File: config.mk
export PLATFORM = sky130hd
export DESIGN_NAME = rbd_decoder
export DESIGN_NICKNAME = d
export VERILOG_FILES = /design/src/core/rbd_pkg.sv /design/src/core/rbd_opdecode.sv /design/src/core/rbd_branch_eval.sv /design/src/core/rbd_decoder.sv
export SDC_FILE = /design/constraint.sdc
export NUM_CORES = 1
export LEC_CHECK = 0
export ABC_AREA = 1
export BUFFER_PORTS_ARGS = -buffer_cell sky130_fd_sc_hd__buf_2
export CAP_MARGIN = 20
export CORE_UTILIZATION = 50
export CTS_CLUSTER_SIZE = 25
export DETAILED_ROUTE_END_ITERATION = 6
export PLACE_DENSITY = 0.72
export SLEW_MARGIN = 40
export SYNTH_ARGS = -nofsm -noshare
export SYNTH_HDL_FRONTEND = slang
export SYNTH_SLANG_ARGS = --single-unit
File: constraint.sdc
create_clock -name clk -period 9.5 [get_ports clk]
set_input_delay 0.475 -clock clk [delete_from_list [all_inputs] [get_ports clk]]
set_output_delay 0.475 -clock clk [all_outputs]
set_load 0.02 [all_outputs]
File: src/core/rbd_pkg.sv
/*
  rbd_pkg: opcode fields, addressing modes, operations, byte and cycle
  counts and condition-code bit positions for the register/memory and
  relative-branch decoder. Assumes an 8-bit core with a 16-bit program counter.
*/
package rbd_pkg;
  // opcode high nibble: addressing mode
  localparam logic [3:0] NIB_REL = 4'h2;
  localparam logic [3:0] NIB_IMM = 4'hA;
  localparam logic [3:0] NIB_DIR = 4'hB;
  localparam logic [3:0] NIB_EXT = 4'hC;
  localparam logic [3:0] NIB_IX2 = 4'hD;
  localparam logic [3:0] NIB_IX1 = 4'hE;
  localparam logic [3:0] NIB_IX  = 4'hF;
  // opcode low nibble: operation
  localparam logic [3:0] LN_SUB = 4'h0;
  localparam logic [3:0] LN_CPA = 4'h1;
  localparam logic [3:0] LN_SWB = 4'h2;
  localparam logic [3:0] LN_CPX = 4'h3;
  localparam logic [3:0] LN_AND = 4'h4;
  localparam logic [3:0] LN_BIT = 4'h5;
  localparam logic [3:0] LN_LDA = 4'h6;
  localparam logic [3:0] LN_STA = 4'h7;
  localparam logic [3:0] LN_XOR = 4'h8;
  localparam logic [3:0] LN_ADC = 4'h9;
  localparam logic [3:0] LN_ORA = 4'hA;
  localparam logic [3:0] LN_ADD = 4'hB;
  localparam logic [3:0] LN_JPA = 4'hC;
  localparam logic [3:0] LN_JPS = 4'hD;
  localparam logic [3:0] LN_LDX = 4'hE;
  localparam logic [3:0] LN_STX = 4'hF;
  localparam logic [7:0] OPC_BRANCH_SUB = 8'hAD;
  // branch conditions, coded by the low nibble of a 2x opcode
  localparam logic [3:0] BR_ALWAYS = 4'h0, BR_NEVER = 4'h1, BR_HIGHER = 4'h2, BR_LOWER_SAME = 4'h3;
  localparam logic [3:0] BR_CARRY_CLEAR = 4'h4, BR_CARRY_SET = 4'h5, BR_NOT_EQUAL = 4'h6, BR_EQUAL = 4'h7;
  localparam logic [3:0] BR_HALF_CLEAR = 4'h8, BR_HALF_SET = 4'h9, BR_PLUS = 4'hA, BR_MINUS = 4'hB;
  localparam logic [3:0] BR_MASK_CLEAR = 4'hC, BR_MASK_SET = 4'hD, BR_IRQ_LOW = 4'hE, BR_IRQ_HIGH = 4'hF;
  // condition_codes bit positions
  localparam int CC_H = 4;
  localparam int CC_I = 3;
  localparam int CC_N = 2;
  localparam int CC_Z = 1;
  localparam int CC_C = 0;
  // bytes and cycles per mode
  localparam logic [1:0] LEN_IMM = 2'd2, LEN_DIR = 2'd2, LEN_EXT = 2'd3;
  localparam logic [1:0] LEN_IX = 2'd1, LEN_IX1 = 2'd2, LEN_IX2 = 2'd3, LEN_REL = 2'd2;
  localparam logic [3:0] CYC_IMM = 4'h2, CYC_DIR = 4'h3, CYC_EXT = 4'h4;
  localparam logic [3:0] CYC_IX = 4'h3, CYC_IX1 = 4'h4, CYC_IX2 = 4'h5;
  localparam logic [3:0] CYC_REL = 4'h3, CYC_BSUB = 4'h6, CYC_UNSUP = 4'h2;
  localparam logic [3:0] CYC_STORE_ADD = 4'h1, CYC_JUMP_SUB = 4'h1, CYC_JPS_ADD = 4'h2;
  localparam logic [3:0] CNT_LAST = 4'h1;
  localparam logic [7:0] PAGE_ZERO = 8'h00;
  localparam logic IRQ_IDLE = 1'b1;

  typedef enum logic [4:0] {
    OP_NONE, OP_SUB, OP_COMPARE_ACCUMULATOR, OP_SUBTRACT_WITH_BORROW, OP_CPX, OP_AND, OP_BIT_TEST,
    OP_LDA, OP_STA, OP_EXCLUSIVE_OR_ACC, OP_ADD_CARRY, OP_ORA, OP_ADD, OP_JUMP_ALWAYS,
    OP_JUMP_SUBROUTINE, OP_LDX, OP_STX, OP_BRANCH, OP_BRANCH_SUBROUTINE
  } rbd_op_type;

  typedef enum logic [2:0] {
    MODE_NONE, MODE_IMM, MODE_DIR, MODE_EXT, MODE_IX, MODE_IX1, MODE_IX2, MODE_REL
  } rbd_mode_type;

  typedef enum logic {ST_IDLE, ST_EXEC} rbd_state_type;
endpackage

File: src/core/rbd_opdecode.sv
/*
  rbd_opdecode: combinational map of one opcode to operation, addressing
  mode, instruction length and cycle count. Assumes rbd_pkg is compiled first.
*/
`timescale 1ns/1ps
module rbd_opdecode (
  input  wire logic [7:0]           opcode,
  output rbd_pkg::rbd_op_type       op,
  output rbd_pkg::rbd_mode_type     mode,
  output logic [1:0]                len,
  output logic [3:0]                cycles,
  output logic                      legal
);
  import rbd_pkg::*;

  // mode from high nibble, operation from low nibble
  always_comb begin
    op = OP_NONE;
    mode = MODE_NONE;
    len = LEN_IMM;
    cycles = CYC_UNSUP;
    legal = 1'b1;
    case (opcode[7:4])
      NIB_IMM: begin mode = MODE_IMM; len = LEN_IMM; cycles = CYC_IMM; end
      NIB_DIR: begin mode = MODE_DIR; len = LEN_DIR; cycles = CYC_DIR; end
      NIB_EXT: begin mode = MODE_EXT; len = LEN_EXT; cycles = CYC_EXT; end
      NIB_IX:  begin mode = MODE_IX;  len = LEN_IX;  cycles = CYC_IX;  end
      NIB_IX1: begin mode = MODE_IX1; len = LEN_IX1; cycles = CYC_IX1; end
      NIB_IX2: begin mode = MODE_IX2; len = LEN_IX2; cycles = CYC_IX2; end
      NIB_REL: begin mode = MODE_REL; len = LEN_REL; cycles = CYC_REL; end
      default: legal = 1'b0;
    endcase
    if (mode == MODE_REL) begin
      op = OP_BRANCH;
    end else if (opcode == OPC_BRANCH_SUB) begin
      op = OP_BRANCH_SUBROUTINE;
      mode = MODE_REL;
      len = LEN_REL;
      cycles = CYC_BSUB;
    end else if (legal) begin
      case (opcode[3:0])
        LN_SUB: op = OP_SUB;
        LN_CPA: op = OP_COMPARE_ACCUMULATOR;
        LN_SWB: op = OP_SUBTRACT_WITH_BORROW;
        LN_CPX: op = OP_CPX;
        LN_AND: op = OP_AND;
        LN_BIT: op = OP_BIT_TEST;
        LN_LDA: op = OP_LDA;
        LN_STA: op = OP_STA;
        LN_XOR: op = OP_EXCLUSIVE_OR_ACC;
        LN_ADC: op = OP_ADD_CARRY;
        LN_ORA: op = OP_ORA;
        LN_ADD: op = OP_ADD;
        LN_JPA: op = OP_JUMP_ALWAYS;
        LN_JPS: op = OP_JUMP_SUBROUTINE;
        LN_LDX: op = OP_LDX;
        default: op = OP_STX;
      endcase
      // stores and jumps have no immediate form
      if (mode == MODE_IMM && (op == OP_STA || op == OP_STX || op == OP_JUMP_ALWAYS || op == OP_JUMP_SUBROUTINE))
        legal = 1'b0;
      if (op == OP_STA || op == OP_STX)
        cycles = cycles + CYC_STORE_ADD;
      if (op == OP_JUMP_ALWAYS)
        cycles = cycles - CYC_JUMP_SUB;
      if (op == OP_JUMP_SUBROUTINE)
        cycles = cycles + CYC_JPS_ADD;
    end
    if (!legal) begin
      op = OP_NONE;
      mode = MODE_NONE;
      cycles = CYC_UNSUP;
    end
  end
endmodule // rbd_opdecode

File: src/core/rbd_branch_eval.sv
/*
  rbd_branch_eval: condition test and target address of a relative branch.
  Assumes condition codes and the interrupt pin level are already stable.
*/
`timescale 1ns/1ps
module rbd_branch_eval (
  input  wire logic [3:0]  cond,
  input  wire logic        force_take,
  input  wire logic [4:0]  condition_codes,
  input  wire logic        irq_level,
  input  wire logic [15:0] seq_pc,
  input  wire logic [7:0]  offset,
  output logic             taken,
  output logic [15:0]      target
);
  import rbd_pkg::*;

  // condition test for one 2x opcode low nibble
  function automatic logic cond_met(input logic [3:0] c, input logic [4:0] f, input logic irq);
    case (c)
      BR_ALWAYS:      cond_met = 1'b1;
      BR_NEVER:       cond_met = 1'b0;
      BR_HIGHER:      cond_met = !(f[CC_C] | f[CC_Z]);
      BR_LOWER_SAME:  cond_met = f[CC_C] | f[CC_Z];
      BR_CARRY_CLEAR: cond_met = !f[CC_C];
      BR_CARRY_SET:   cond_met = f[CC_C];
      BR_NOT_EQUAL:   cond_met = !f[CC_Z];
      BR_EQUAL:       cond_met = f[CC_Z];
      BR_HALF_CLEAR:  cond_met = !f[CC_H];
      BR_HALF_SET:    cond_met = f[CC_H];
      BR_PLUS:        cond_met = !f[CC_N];
      BR_MINUS:       cond_met = f[CC_N];
      BR_MASK_CLEAR:  cond_met = !f[CC_I];
      BR_MASK_SET:    cond_met = f[CC_I];
      BR_IRQ_LOW:     cond_met = !irq;
      default:        cond_met = irq;
    endcase
  endfunction

  // taken branches add the signed offset to the following address
  always_comb begin
    taken = force_take | cond_met(cond, condition_codes, irq_level);
    target = seq_pc + {{8{offset[7]}}, offset};
  end
endmodule // rbd_branch_eval

File: src/core/rbd_decoder.sv
/*
  rbd_decoder: decodes and sequences register/memory and relative-branch
  instructions of an 8-bit core. Computes operation, mode, length, cycle
  count, effective address, next program counter, accumulator result and
  condition codes, and holds off the external interrupt while masked.
  Assumes the core presents the opcode, both following bytes, the operand
  value and its registers with start while busy is low.
*/
`timescale 1ns/1ps
module rbd_decoder (
  input  wire logic          clk,
  input  wire logic          reset,
  input  wire logic          start,
  input  wire logic [7:0]    opcode,
  input  wire logic [7:0]    byte1,
  input  wire logic [7:0]    byte2,
  input  wire logic [15:0]   instr_pc,
  input  wire logic [7:0]    mem_data,
  input  wire logic [7:0]    acc_in,
  input  wire logic [7:0]    idx_in,
  input  wire logic [4:0]    ccr_in,
  input  wire logic          irq_pin,
  output logic               busy,
  output logic               done,
  output logic               irq_take,
  output rbd_pkg::rbd_op_type   op_out,
  output rbd_pkg::rbd_mode_type mode_out,
  output logic [1:0]         len_out,
  output logic [3:0]         cycles_out,
  output logic               illegal,
  output logic               branch_taken,
  output logic [15:0]        next_pc,
  output logic [15:0]        eff_addr,
  output logic               push_return,
  output logic [15:0]        return_addr,
  output logic [7:0]         result,
  output logic               acc_we,
  output logic               idx_we,
  output logic               mem_we,
  output logic [4:0]         ccr_out
);
  import rbd_pkg::*;

  rbd_op_type    dec_op;
  rbd_mode_type  dec_mode;
  logic [1:0]    dec_len;
  logic [3:0]    dec_cyc;
  logic          dec_legal;
  logic          br_taken;
  logic [15:0]   br_target;
  logic [15:0]   seq_pc;
  logic          irq_s1_ff, irq_s2_ff, irq_s3_ff, irq_lvl_ff, irq_pend_ff;
  logic          nxt_irq_lvl, nxt_irq_pend;
  rbd_state_type state_ff, nxt_state;
  logic [3:0]    cnt_ff, nxt_cnt;
  rbd_op_type    op_ff, nxt_op;
  rbd_mode_type  mode_ff, nxt_mode;
  logic [1:0]    len_ff, nxt_len;
  logic [3:0]    cyc_ff, nxt_cyc;
  logic          ill_ff, nxt_ill, taken_ff, nxt_taken, push_ff, nxt_push;
  logic [15:0]   pc_ff, nxt_pc, ea_ff, nxt_ea, ret_ff, nxt_ret;
  logic [7:0]    res_ff, nxt_res;
  logic          awe_ff, nxt_awe, xwe_ff, nxt_xwe, mwe_ff, nxt_mwe;
  logic [4:0]    ccr_ff, nxt_ccr;
  logic [15:0]   ea;
  logic [7:0]    opnd, alu;
  logic [8:0]    wide;
  logic          take;

  rbd_opdecode u_dec (
    .opcode (opcode),
    .op     (dec_op),
    .mode   (dec_mode),
    .len    (dec_len),
    .cycles (dec_cyc),
    .legal  (dec_legal)
  );

  // sequential address follows the whole instruction
  assign seq_pc = instr_pc + {14'h0000, dec_len};

  rbd_branch_eval u_br (
    .cond       (opcode[3:0]),
    .force_take (dec_op == OP_BRANCH_SUBROUTINE),
    .condition_codes        (ccr_in),
    .irq_level  (irq_lvl_ff),
    .seq_pc     (seq_pc),
    .offset     (byte1),
    .taken      (br_taken),
    .target     (br_target)
  );

  // interrupt pin: level counts once the last two stages agree; falling edge latches
  always_comb begin
    nxt_irq_lvl = (irq_s2_ff == irq_s3_ff) ? irq_s3_ff : irq_lvl_ff;
    nxt_irq_pend = (irq_lvl_ff & ~nxt_irq_lvl) | (irq_pend_ff & ~irq_take);
  end

  always_ff @(posedge clk) begin
    if (reset) begin
      irq_s1_ff <= IRQ_IDLE;
      irq_s2_ff <= IRQ_IDLE;
      irq_s3_ff <= IRQ_IDLE;
      irq_lvl_ff <= IRQ_IDLE;
      irq_pend_ff <= 1'b0;
    end else begin
      irq_s1_ff <= irq_pin;
      irq_s2_ff <= irq_s1_ff;
      irq_s3_ff <= irq_s2_ff;
      irq_lvl_ff <= nxt_irq_lvl;
      irq_pend_ff <= nxt_irq_pend;
    end
  end

  // handshakes
  assign take = start && (state_ff == ST_IDLE);
  assign busy = (state_ff != ST_IDLE);
  assign done = (state_ff == ST_EXEC) && (cnt_ff == CNT_LAST);
  assign irq_take = irq_pend_ff && !ccr_in[CC_I] && (state_ff == ST_IDLE) && !start;

  // effective address per mode
  always_comb begin
    case (dec_mode)
      MODE_DIR: ea = {PAGE_ZERO, byte1};
      MODE_EXT: ea = {byte1, byte2};
      MODE_IX:  ea = {PAGE_ZERO, idx_in};
      MODE_IX1: ea = {PAGE_ZERO, byte1} + {PAGE_ZERO, idx_in};
      MODE_IX2: ea = {byte1, byte2} + {PAGE_ZERO, idx_in};
      default:  ea = seq_pc;
    endcase
  end

  // accumulator and index arithmetic with condition codes
  always_comb begin
    opnd = (dec_mode == MODE_IMM) ? byte1 : mem_data;
    wide = {1'b0, acc_in};
    alu = acc_in;
    nxt_ccr = ccr_in;
    nxt_awe = 1'b0;
    nxt_xwe = 1'b0;
    nxt_mwe = 1'b0;
    case (dec_op)
      OP_ADD, OP_ADD_CARRY: begin
        wide = {1'b0, acc_in} + {1'b0, opnd} + {8'h00, (dec_op == OP_ADD_CARRY) & ccr_in[CC_C]};
        nxt_awe = 1'b1;
      end
      OP_SUB, OP_SUBTRACT_WITH_BORROW, OP_COMPARE_ACCUMULATOR: begin
        wide = {1'b0, acc_in} - {1'b0, opnd} - {8'h00, (dec_op == OP_SUBTRACT_WITH_BORROW) & ccr_in[CC_C]};
        nxt_awe = (dec_op != OP_COMPARE_ACCUMULATOR);
      end
      OP_CPX: wide = {1'b0, idx_in} - {1'b0, opnd};
      OP_AND: begin alu = acc_in & opnd; nxt_awe = 1'b1; end
      OP_BIT_TEST: alu = acc_in & opnd;
      OP_EXCLUSIVE_OR_ACC: begin alu = acc_in ^ opnd; nxt_awe = 1'b1; end
      OP_ORA: begin alu = acc_in | opnd; nxt_awe = 1'b1; end
      OP_LDA: begin alu = opnd; nxt_awe = 1'b1; end
      OP_LDX: begin alu = opnd; nxt_xwe = 1'b1; end
      OP_STA: nxt_mwe = 1'b1;
      OP_STX: begin alu = idx_in; nxt_mwe = 1'b1; end
      default: alu = acc_in;  // jumps and branches leave data and flags alone
    endcase
    case (dec_op)
      OP_ADD, OP_ADD_CARRY, OP_SUB, OP_SUBTRACT_WITH_BORROW, OP_COMPARE_ACCUMULATOR, OP_CPX: begin
        alu = wide[7:0];
        nxt_ccr[CC_C] = wide[8];
      end
      default: alu = alu;
    endcase
    if (dec_op == OP_ADD || dec_op == OP_ADD_CARRY)
      nxt_ccr[CC_H] = (acc_in[3] & opnd[3]) | (opnd[3] & ~alu[3]) | (~alu[3] & acc_in[3]);
    if (dec_op inside {[OP_SUB:OP_STA], OP_EXCLUSIVE_OR_ACC, OP_ADD_CARRY, OP_ORA, OP_ADD, OP_LDX, OP_STX}) begin
      nxt_ccr[CC_N] = alu[7];
      nxt_ccr[CC_Z] = (alu == 8'h00);
    end
    nxt_res = alu;
  end

  // instruction sequencing and registered decode results
  always_comb begin
    nxt_state = state_ff;
    nxt_cnt = cnt_ff;
    nxt_op = op_ff;
    nxt_mode = mode_ff;
    nxt_len = len_ff;
    nxt_cyc = cyc_ff;
    nxt_ill = ill_ff;
    nxt_taken = taken_ff;
    nxt_push = push_ff;
    nxt_pc = pc_ff;
    nxt_ea = ea_ff;
    nxt_ret = ret_ff;
    case (state_ff)
      ST_IDLE: begin
        if (take) begin
          nxt_state = ST_EXEC;
          nxt_cnt = dec_cyc - CNT_LAST;
          nxt_op = dec_op;
          nxt_mode = dec_mode;
          nxt_len = dec_len;
          nxt_cyc = dec_cyc;
          nxt_ill = !dec_legal;
          nxt_taken = 1'b0;
          nxt_push = 1'b0;
          nxt_ret = seq_pc;
          nxt_ea = ea;
          nxt_pc = seq_pc;
          if (dec_op == OP_BRANCH || dec_op == OP_BRANCH_SUBROUTINE) begin
            nxt_taken = br_taken;
            nxt_ea = br_target;
            nxt_pc = br_taken ? br_target : seq_pc;
            nxt_push = (dec_op == OP_BRANCH_SUBROUTINE);
          end else if (dec_op == OP_JUMP_ALWAYS || dec_op == OP_JUMP_SUBROUTINE) begin
            nxt_taken = 1'b1;
            nxt_pc = ea;
            nxt_push = (dec_op == OP_JUMP_SUBROUTINE);
          end
        end
      end
      ST_EXEC: begin
        nxt_cnt = cnt_ff - CNT_LAST;
        if (cnt_ff == CNT_LAST)
          nxt_state = ST_IDLE;
      end
      default: nxt_state = ST_IDLE;
    endcase
  end

  always_ff @(posedge clk) begin
    if (reset) begin
      state_ff <= ST_IDLE;
      cnt_ff <= 4'h0;
      op_ff <= OP_NONE;
      mode_ff <= MODE_NONE;
      len_ff <= 2'h0;
      cyc_ff <= 4'h0;
      ill_ff <= 1'b0;
      taken_ff <= 1'b0;
      push_ff <= 1'b0;
      pc_ff <= 16'h0000;
      ea_ff <= 16'h0000;
      ret_ff <= 16'h0000;
      res_ff <= 8'h00;
      awe_ff <= 1'b0;
      xwe_ff <= 1'b0;
      mwe_ff <= 1'b0;
      ccr_ff <= 5'h00;
    end else begin
      state_ff <= nxt_state;
      cnt_ff <= nxt_cnt;
      op_ff <= nxt_op;
      mode_ff <= nxt_mode;
      len_ff <= nxt_len;
      cyc_ff <= nxt_cyc;
      ill_ff <= nxt_ill;
      taken_ff <= nxt_taken;
      push_ff <= nxt_push;
      pc_ff <= nxt_pc;
      ea_ff <= nxt_ea;
      ret_ff <= nxt_ret;
      if (take) begin
        res_ff <= nxt_res;
        awe_ff <= nxt_awe;
        xwe_ff <= nxt_xwe;
        mwe_ff <= nxt_mwe;
        ccr_ff <= nxt_ccr;
      end
    end
  end

  // registered outputs hold from one take to the next
  assign op_out = op_ff;
  assign mode_out = mode_ff;
  assign len_out = len_ff;
  assign cycles_out = cyc_ff;
  assign illegal = ill_ff;
  assign branch_taken = taken_ff;
  assign next_pc = pc_ff;
  assign eff_addr = ea_ff;
  assign push_return = push_ff;
  assign return_addr = ret_ff;
  assign result = res_ff;
  assign acc_we = awe_ff;
  assign idx_we = xwe_ff;
  assign mem_we = mwe_ff;
  assign ccr_out = ccr_ff;
endmodule // rbd_decoder

==> impl_metrics.toml, run 1 <==
[outcome]
status = "finished, final reports clean"

[yosys]
synthArstFlopShare = 0
synth-edff-count = 0
yosysWarnings = 0
yosys_register_bits = 91
netlist-cell-type-count = 59
ys_dominant_reg_cell = "dfxtp_1"
syn-cell-area_um2 = 9110
syn_inst = 1449
synth.avg_cell_area_um2 = 6.29
synth-seq-area-share = 0.200
synth_nets = 1613

[timing]
fin_crit_sh = 0.511
max_freq_mhz = 206
fin_setup_tns_ps = 0
rsz0062_at_grt = "false"
hold_viol = 0
slew_headroom = 0.392
worst_pin_slew_ps = 910
finalSetupViolations = 0
maxSlewViolCount = 0
period_needed_ps = 4860
hold_slack_ps = 302
layout_setup_ws_ps = 4640
clock_skew_ps = 7.88

[grt]
grt_remaining_overflow = 0
grt_pass1_vias = 9069
grt.total_usage = 0.326
grt_max_degree = 102
antenna_found_initial = 0
grt_pass1_wl_mm = 47.3

[drt]
first_pass_iters = 6
drtAntennaViolNets = 0
avgViaCountPerCell = 5.63
route.vias.total = 10189
first_iter_violations = 887
avgRoutedWirePerCell_um = 16.5
finalWirelength_mm = 30.0
drc = 0

[worst_setup_path]
crit_slowest_cell = "fa_1"
worst_path_most_repeated_cell = "nand2_1"
rr_worst_depth = 7
crit_start = "opcode[0]"
crit_path_start_kind = "input port"
r2r-start = "busy"
critPathRequiredTime_ps = 9790
worstPathArrival_ps = 5140
cp_max_fo = 11
cp-endpoint = "ccr_out[1]"
critPathKind = "in2reg"
worstSetupEndpointType = "flip-flop"
r2r_end = "eff_addr[5]"
slowest_delay_ps = 540
rrSetupSlack_ps = 7030

[place]
place_ws_ps = 4330
port_buffers = 156
postPlaceCellArea_um2 = 10000
dp_hpwl_mm = 23.0
gp_congestion = 0.974

[clock_network]
cts_tree = "done"
cts.sinks = 91
post_cts_buffers = 0
clockBufferDepth = 2
post_cts_resized = 0
root_buffer = "clkbuf_16"
h-tree-depth = 3
hold_buffers = 0
clock_latency_ps = 360
cts.clk_slew.worst_paths_ps = 70
numCtsBuffers = 9

[final_layout]
layout.cells.most_common = "nand2_1"
stdcell_area_um2 = 10400
fill_cells = 1722
multi_input_area_um2 = 6290
layout-drive-gt1-share = 0.152
area_growth_pct = 13.8
seqCellArea_um2 = 1820
nets = 1744
fin_util = 0.591
final_cell_mix = "nand2_1, inv_1, buf_2"

[floorplanning]
ios = 157
dieHeight_um = 137
initial_core_util = 0.519
die_w_um = 137
die_area_um2 = 18800
rows = 48
coreArea_um2 = 17500

[run]
drv_cap = 0

[power]
p_sw_frac = 0.390
power.leakage_nw = 5.48
p_int_mw = 0.810
pwr-share-comb = 0.372
p_sw_mw = 0.519
vdd_drop_max_v = 0.000123
seq_power_share = 0.324
p_clk_frac = 0.304
power_density_nw_per_um2 = 128

[hold_path]
holdCritPathClass = "in2reg"
cell type report:
cell class / instances / area share
Multi-Input combinational cell: 1101 / 0.607
Clock inverter: 7 / 0.00941
Timing Repair Buffer: 165 / 0.0822
Antenna cell: 1 / 0.000241
Inverter: 212 / 0.0769
Tap cell: 225 / 0.0272
Clock buffer: 9 / 0.0217
Sequential cell: 91 / 0.176
logic make-up after synthesis:
kind of cell	after synthesis	share of synthesized area
buffers and inverters	257	0.110
adder cells (fa/ha/maj)	91	0.132
flip-flops	91	0.200
AO/OA/AOI/OAI	330	0.210
AND/OR/NAND/NOR	638	0.307
XOR/XNOR	41	0.0394
multiplexers	1	0.00110
cell usage after synthesis (all sizes together), types with 2 or more instances:
master	number	share of area
a2111oi	2	0.0019
or2	13	0.0089
nor2	148	0.068
o211ai	27	0.022
nand3b	5	0.0041
ha	82	0.11
xnor2	10	0.0096
nand2	336	0.14
dfxtp	91	0.20
nand3	99	0.059
o21ai	120	0.066
buf	15	0.010
a41oi	2	0.0019
a21oi	131	0.077
fa	9	0.020
xor2	31	0.030
inv	211	0.087
o31ai	3	0.0025
o22ai	7	0.0048
a21boi	2	0.0016
nand4	13	0.0096
a22o	2	0.0019
o21bai	8	0.0066
clkbuf	30	0.012
a22oi	2	0.0016
a221oi	5	0.0048
nor3	21	0.012
nor4	2	0.0030
a31oi	6	0.0041
a211oi	3	0.0025
o2111ai	3	0.0029
power by group through the flow:
stage	Combinational (mW)	Clock [mW]	Sequential, mW
floorplan	0.309	0	0.470
global placement	0.479	0	0.439
detailed placement	0.483	0	0.439
CTS	0.487	0.405	0.430
global route	0.554	0.420	0.433
finish	0.494	0.404	0.431
critical path, delay by kind of cell:
| family | cells | cell delay, ps |
|---|---|---|
| compound gates | 7 | 1460 |
| simple gates | 15 | 1800 |
| buf+inv | 4 | 320 |
| fa+ha+maj | 3 | 1090 |
per-layer routing:
layer  vias up  wire length (µm)  track usage
met5         -                 0            0
met3        45              2880       0.0544
li1       5051                 -            -
met4         0               621        0.106
met2       485             12200        0.473
met1      4608             14300        0.482
sequential cells by signal (all words and copies together), names as in the netlist, 2 cells and up:
| signal | cells |
|---|---|
| cycles_out | 4 |
| cnt_ff | 4 |
| ccr_out | 5 |
| len_out | 2 |
| op_out | 5 |
| mode_out | 3 |
| eff_addr | 16 |
| result | 8 |
| next_pc | 16 |
| return_addr | 16 |
metrics by stage:
stage | std cells | power (mW)
floorplan | 1449 | 0.779
global placement | 1794 | 0.918
detailed placement | 1794 | 0.922
CTS | 1810 | 1.32
global route | 1810 | 1.41
finish | 1811 | 1.33
worst min-delay path by stage:
stage	endpoint	from	depth (start not counted)	slack (ps)
3_5_place_dp	irq_s2_ff	irq_s1_ff	1	430
6_report	irq_s1_ff	irq_pin	2	300
4_1_cts	irq_s1_ff	irq_pin	2	300
2_1_floorplan	irq_s2_ff	irq_s1_ff	1	390
5_1_grt	irq_s1_ff	irq_pin	2	310
3_3_place_gp	irq_s3_ff	irq_s2_ff	2	440
No activity file was read; power rests on OpenSTA's default activity.
==> inputs of run 2 (changes only) <==
==> constraint.sdc (replaced) <==
create_clock -name clk -period 4.7 [get_ports clk]
set_input_delay 0.235 -clock clk [delete_from_list [all_inputs] [get_ports clk]]
set_output_delay 0.235 -clock clk [all_outputs]
set_load 0.02 [all_outputs]
==> impl_metrics.toml, run 2 (synthesized netlist as in run 1, its figures left out) <==
[outcome]
status = "finished, final reports clean"

[final_layout]
stdcell_area_um2 = 10500
nets = 1761
fin_util = 0.596
area_growth_pct = 14.8
layout-drive-gt1-share = 0.162
final_cell_mix = "nand2_1, inv_1, buf_2"
layout.cells.most_common = "nand2_1"
seqCellArea_um2 = 1820
multi_input_area_um2 = 6300
fill_cells = 1806

[power]
power.leakage_nw = 5.55
power_density_nw_per_um2 = 248
vdd_drop_max_v = 0.000212

[floorplanning]
die_w_um = 137
coreArea_um2 = 17500
initial_core_util = 0.519
die_area_um2 = 18800
dieHeight_um = 137
ios = 157
rows = 48

[clock_network]
h-tree-depth = 3
cts_tree = "done"
post_cts_buffers = 0
clockBufferDepth = 2
numCtsBuffers = 9
cts.clk_slew.worst_paths_ps = 70
clock_latency_ps = 360
root_buffer = "clkbuf_16"
cts.sinks = 91

[worst_setup_path]
critPathKind = "in2reg"
crit_slowest_cell = "fa_1"
cp_max_fo = 9
slowest_delay_ps = 500
critPathRequiredTime_ps = 4990
worstPathArrival_ps = 4630
worstSetupEndpointType = "flip-flop"
rr_worst_depth = 7
worst_path_most_repeated_cell = "nand2_1"
cp_top_family = "simple AND/OR/NAND/NOR gates"
crit_path_start_kind = "input port"
worst-path-buf-inv = 3
crit_cells = 26

[timing]
clock_skew_ps = 9.79
fin_crit_sh = 0.923
hold_viol = 0
max_freq_mhz = 231
slew_headroom = 0.366
finalSetupViolations = 0
rsz0062_at_grt = "false"
worst_pin_slew_ps = 949
maxSlewViolCount = 0
period_needed_ps = 4340

[place]
dp_hpwl_mm = 24.0
gp_congestion = 0.942
postPlaceCellArea_um2 = 10200
port_buffers = 156

[grt]
grt_remaining_overflow = 0
grt_max_degree = 63
grt_pass1_vias = 9016
grt_pass1_wl_mm = 47.4
antenna_found_initial = 1
grt.total_usage = 0.328

[run]
drv_cap = 0

[drt]
drtAntennaViolNets = 0
avgViaCountPerCell = 5.52
finalWirelength_mm = 30.4
first_iter_violations = 907
route.vias.total = 10109
avgRoutedWirePerCell_um = 16.6
drc = 0
first_pass_iters = 5

[hold_path]
holdCritPathClass = "in2reg"
hold_depth = 2
run 2: cell types whose count changed in the layout (fill, tap and decap cells not counted):
cell        previous run  this run
bufinv_16              2         0
nor2_4                 4         5
o21ai_1               17        18
clkinv_2               2         4
inv_6                  2         3
diode_2                1         3
clkinvlp_4             2         0
nor2_1               136       135
buf_6                  1         0
o21ai_0              102       101
clkinv_4               0         1
buf_4                  8        26
run 2: area by class of cell:
type,instances,share of cell area
Multi-Input combinational cell,1101,0.602
Timing Repair Buffer,182,0.0933
Sequential cell,91,0.174
Antenna cell,3,0.000718
Clock buffer,9,0.0215
Inverter,212,0.0762
Clock inverter,7,0.00479
Tap cell,225,0.0269
run 2: per-layer routing:
layer	global-route usage	up-vias	wire length, µm
met2	0.484	445	12600
met4	0.103	0	522
met3	0.0511	44	3000
li1	-	5077	-
met5	0	-	0
met1	0.483	4543	14300
run 2: where the power goes:
part | internal [mW] | total [mW] | switching, mW
combinational | 0.349 | 1.02 | 0.671
sequential | 0.834 | 0.872 | 0.0385
clock | 0.363 | 0.699 | 0.337
run 2: worst paths after layout:
kind / startpoint / end / slack (ps)
max: opcode[1] / ccr_out[1] / 360
min: irq_pin / irq_s1_ff / 70
max reg2reg: busy / eff_addr[0] / 2210
min reg2reg: irq_s1_ff / irq_s2_ff / 420
run 2: repair_timing:
action | CTS | global route
endpoints found under the hold margin | 0 | 0
hold buffers | 0 | 0
setup endpoints to repair | 0 | 7
gates resized for setup | 0 | 4
run 2: stage by stage:
stage | worst slack (ps) | setup TNS (ps) | hold slack [ps] | std cells | power, mW
finish | 362 | 0 | 66.4 | 1830 | 2.59
global route | 0.135 | 0 | 72.8 | 1827 | 2.75
CTS | 198 | 0 | 66.3 | 1827 | 2.58
detailed placement | -124 | -248 | 401 | 1811 | 1.89
global placement | 84.1 | 0 | 410 | 1811 | 1.88
floorplan | 322 | 0 | 339 | 1449 | 1.57
==> inputs of run 3 (changes only) <==
--- a/config.mk
+++ b/config.mk
@@ -8,10 +8,10 @@
 export ABC_AREA = 1
 export BUFFER_PORTS_ARGS = -buffer_cell sky130_fd_sc_hd__buf_2
 export CAP_MARGIN = 20
-export CORE_UTILIZATION = 50
+export CORE_UTILIZATION = 58
 export CTS_CLUSTER_SIZE = 25
 export DETAILED_ROUTE_END_ITERATION = 6
-export PLACE_DENSITY = 0.72
+export PLACE_DENSITY = 0.82
 export SLEW_MARGIN = 40
 export SYNTH_ARGS = -nofsm -noshare
 export SYNTH_HDL_FRONTEND = slang
==> impl_metrics.toml, run 3 (synthesized netlist as in run 1, its figures left out) <==
[timing]
slew_headroom = 0.426
hold_viol = 0
finalSetupViolations = 0
fin_crit_sh = 0.916
worst_pin_slew_ps = 839
max_freq_mhz = 232
layout_setup_ws_ps = 393
period_needed_ps = 4310
rsz0062_at_grt = "false"
fin_setup_tns_ps = 0
maxSlewViolCount = 0
clock_skew_ps = 9.21

[drt]
drtAntennaViolNets = 0
route.vias.total = 10397
avgViaCountPerCell = 5.73
drc = 0
finalWirelength_mm = 30.2
first_iter_violations = 1185
first_pass_iters = 6
avgRoutedWirePerCell_um = 16.6

[floorplanning]
rows = 45
die_area_um2 = 16200
initial_core_util = 0.597
ios = 157
coreArea_um2 = 15300
die_w_um = 127
dieHeight_um = 127

[clock_network]
cts.clk_slew.worst_paths_ps = 80
numCtsBuffers = 9
cts_tree = "done"
h-tree-depth = 3
post_cts_buffers = 0
post_cts_resized = 0
root_buffer = "clkbuf_16"
cts.sinks = 91
clock_latency_ps = 370
hold_buffers = 0
clockBufferDepth = 2

[grt]
grt_remaining_overflow = 0
grt_pass1_wl_mm = 47.1
grt_pass1_vias = 9120
grt.total_usage = 0.372
grt_max_degree = 83
antenna_found_initial = 0

[final_layout]
layout.cells.most_common = "nand2_1"
fill_cells = 1447
layout-drive-gt1-share = 0.161
fin_util = 0.686
area_growth_pct = 15.0
nets = 1763
diodes = 0
final_cell_mix = "nand2_1, inv_1, buf_2"

[worst_setup_path]
r2r-start = "busy"
cp_max_fo = 9
critPathKind = "in2reg"
critPathRequiredTime_ps = 5000
worstPathArrival_ps = 4610
worstSetupEndpointType = "flip-flop"
crit_start = "opcode[1]"
crit_path_start_kind = "input port"

[place]
gp_congestion = 0.969
dp_hpwl_mm = 23.2
port_buffers = 156
place_ws_ps = 86.2

[power]
vdd_drop_max_v = 0.000202
power.leakage_nw = 5.57
power_density_nw_per_um2 = 254

[hold_path]
holdCritPathClass = "in2reg"
holdCritStartpoint = "irq_pin"

[outcome]
status = "finished, final reports clean"

[run]
drv_cap = 0
-- run 3: cell count changes in the layout (fill, tap and decap cells not counted), sizes merged --
cell	previous run	this run
diode	3	0
buf	182	184
clkinv	6	5
inv	213	214
-- run 3: power by group --
group | internal (mW) | switching (mW) | total [mW]
Clock | 0.379 | 0.385 | 0.764
Combinational | 0.351 | 0.674 | 1.03
Sequential | 0.833 | 0.0370 | 0.870
Total | 1.56 | 1.10 | 2.66
-- run 3: critical path, stage by stage --
cell and delay [ps]:
buf_2 130, inv_1 80, ha_1 170, inv_1 90
nor2_4 180, nand3_2 220, a21oi_4 290, nand3_1 150
nor2_2 230, nand2_1 130, nor3_1 240, fa_1 500
ha_1 200, o21ai_0 280, nand2_1 110, a21oi_1 140
o21bai_1 80, or2_2 270, nand3_1 80, nand2_1 50
o21bai_1 150, a21oi_1 160, nand2_1 80, nor2_1 140
nand3_1 80, a21oi_1 120
-- run 3: area by class of cell --
class | instances | area, µm² | share of cell area
multi-input combinational | 1101 | 6280 | 0.600
clock buffer | 9 | 225 | 0.0215
tap | 211 | 264 | 0.0252
inverter | 212 | 797 | 0.0761
timing repair buffer | 184 | 1000 | 0.0958
sequential | 91 | 1820 | 0.174
clock inverter | 7 | 76.3 | 0.00729
-- run 3: worst paths after layout --
check | to | slack, ps | depth (start not counted)
worst max-delay path | ccr_out[1] | 390 | 26
worst min-delay path | irq_s1_ff | 50 | 2
worst max register to register | eff_addr[7] | 2050 | 7
worst min register to register | irq_s2_ff | 430 | 1
-- run 3: layer usage --
metal / track usage / wire length, µm
met4: 0.123 / 743
met3: 0.0540 / 3190
met2: 0.566 / 12700
met1: 0.537 / 13500
met5: 0 / 0
-- run 3: through the flow --
step,hold WS [ps],instance area (µm²),instances,power [mW]
floorplan,339,9110,1449,1.57
global placement,402,10200,1799,1.87
detailed placement,409,10200,1799,1.89
CTS,52.2,10500,1815,2.64
global route,59.7,10500,1815,2.80
finish,50.9,10500,1815,2.66
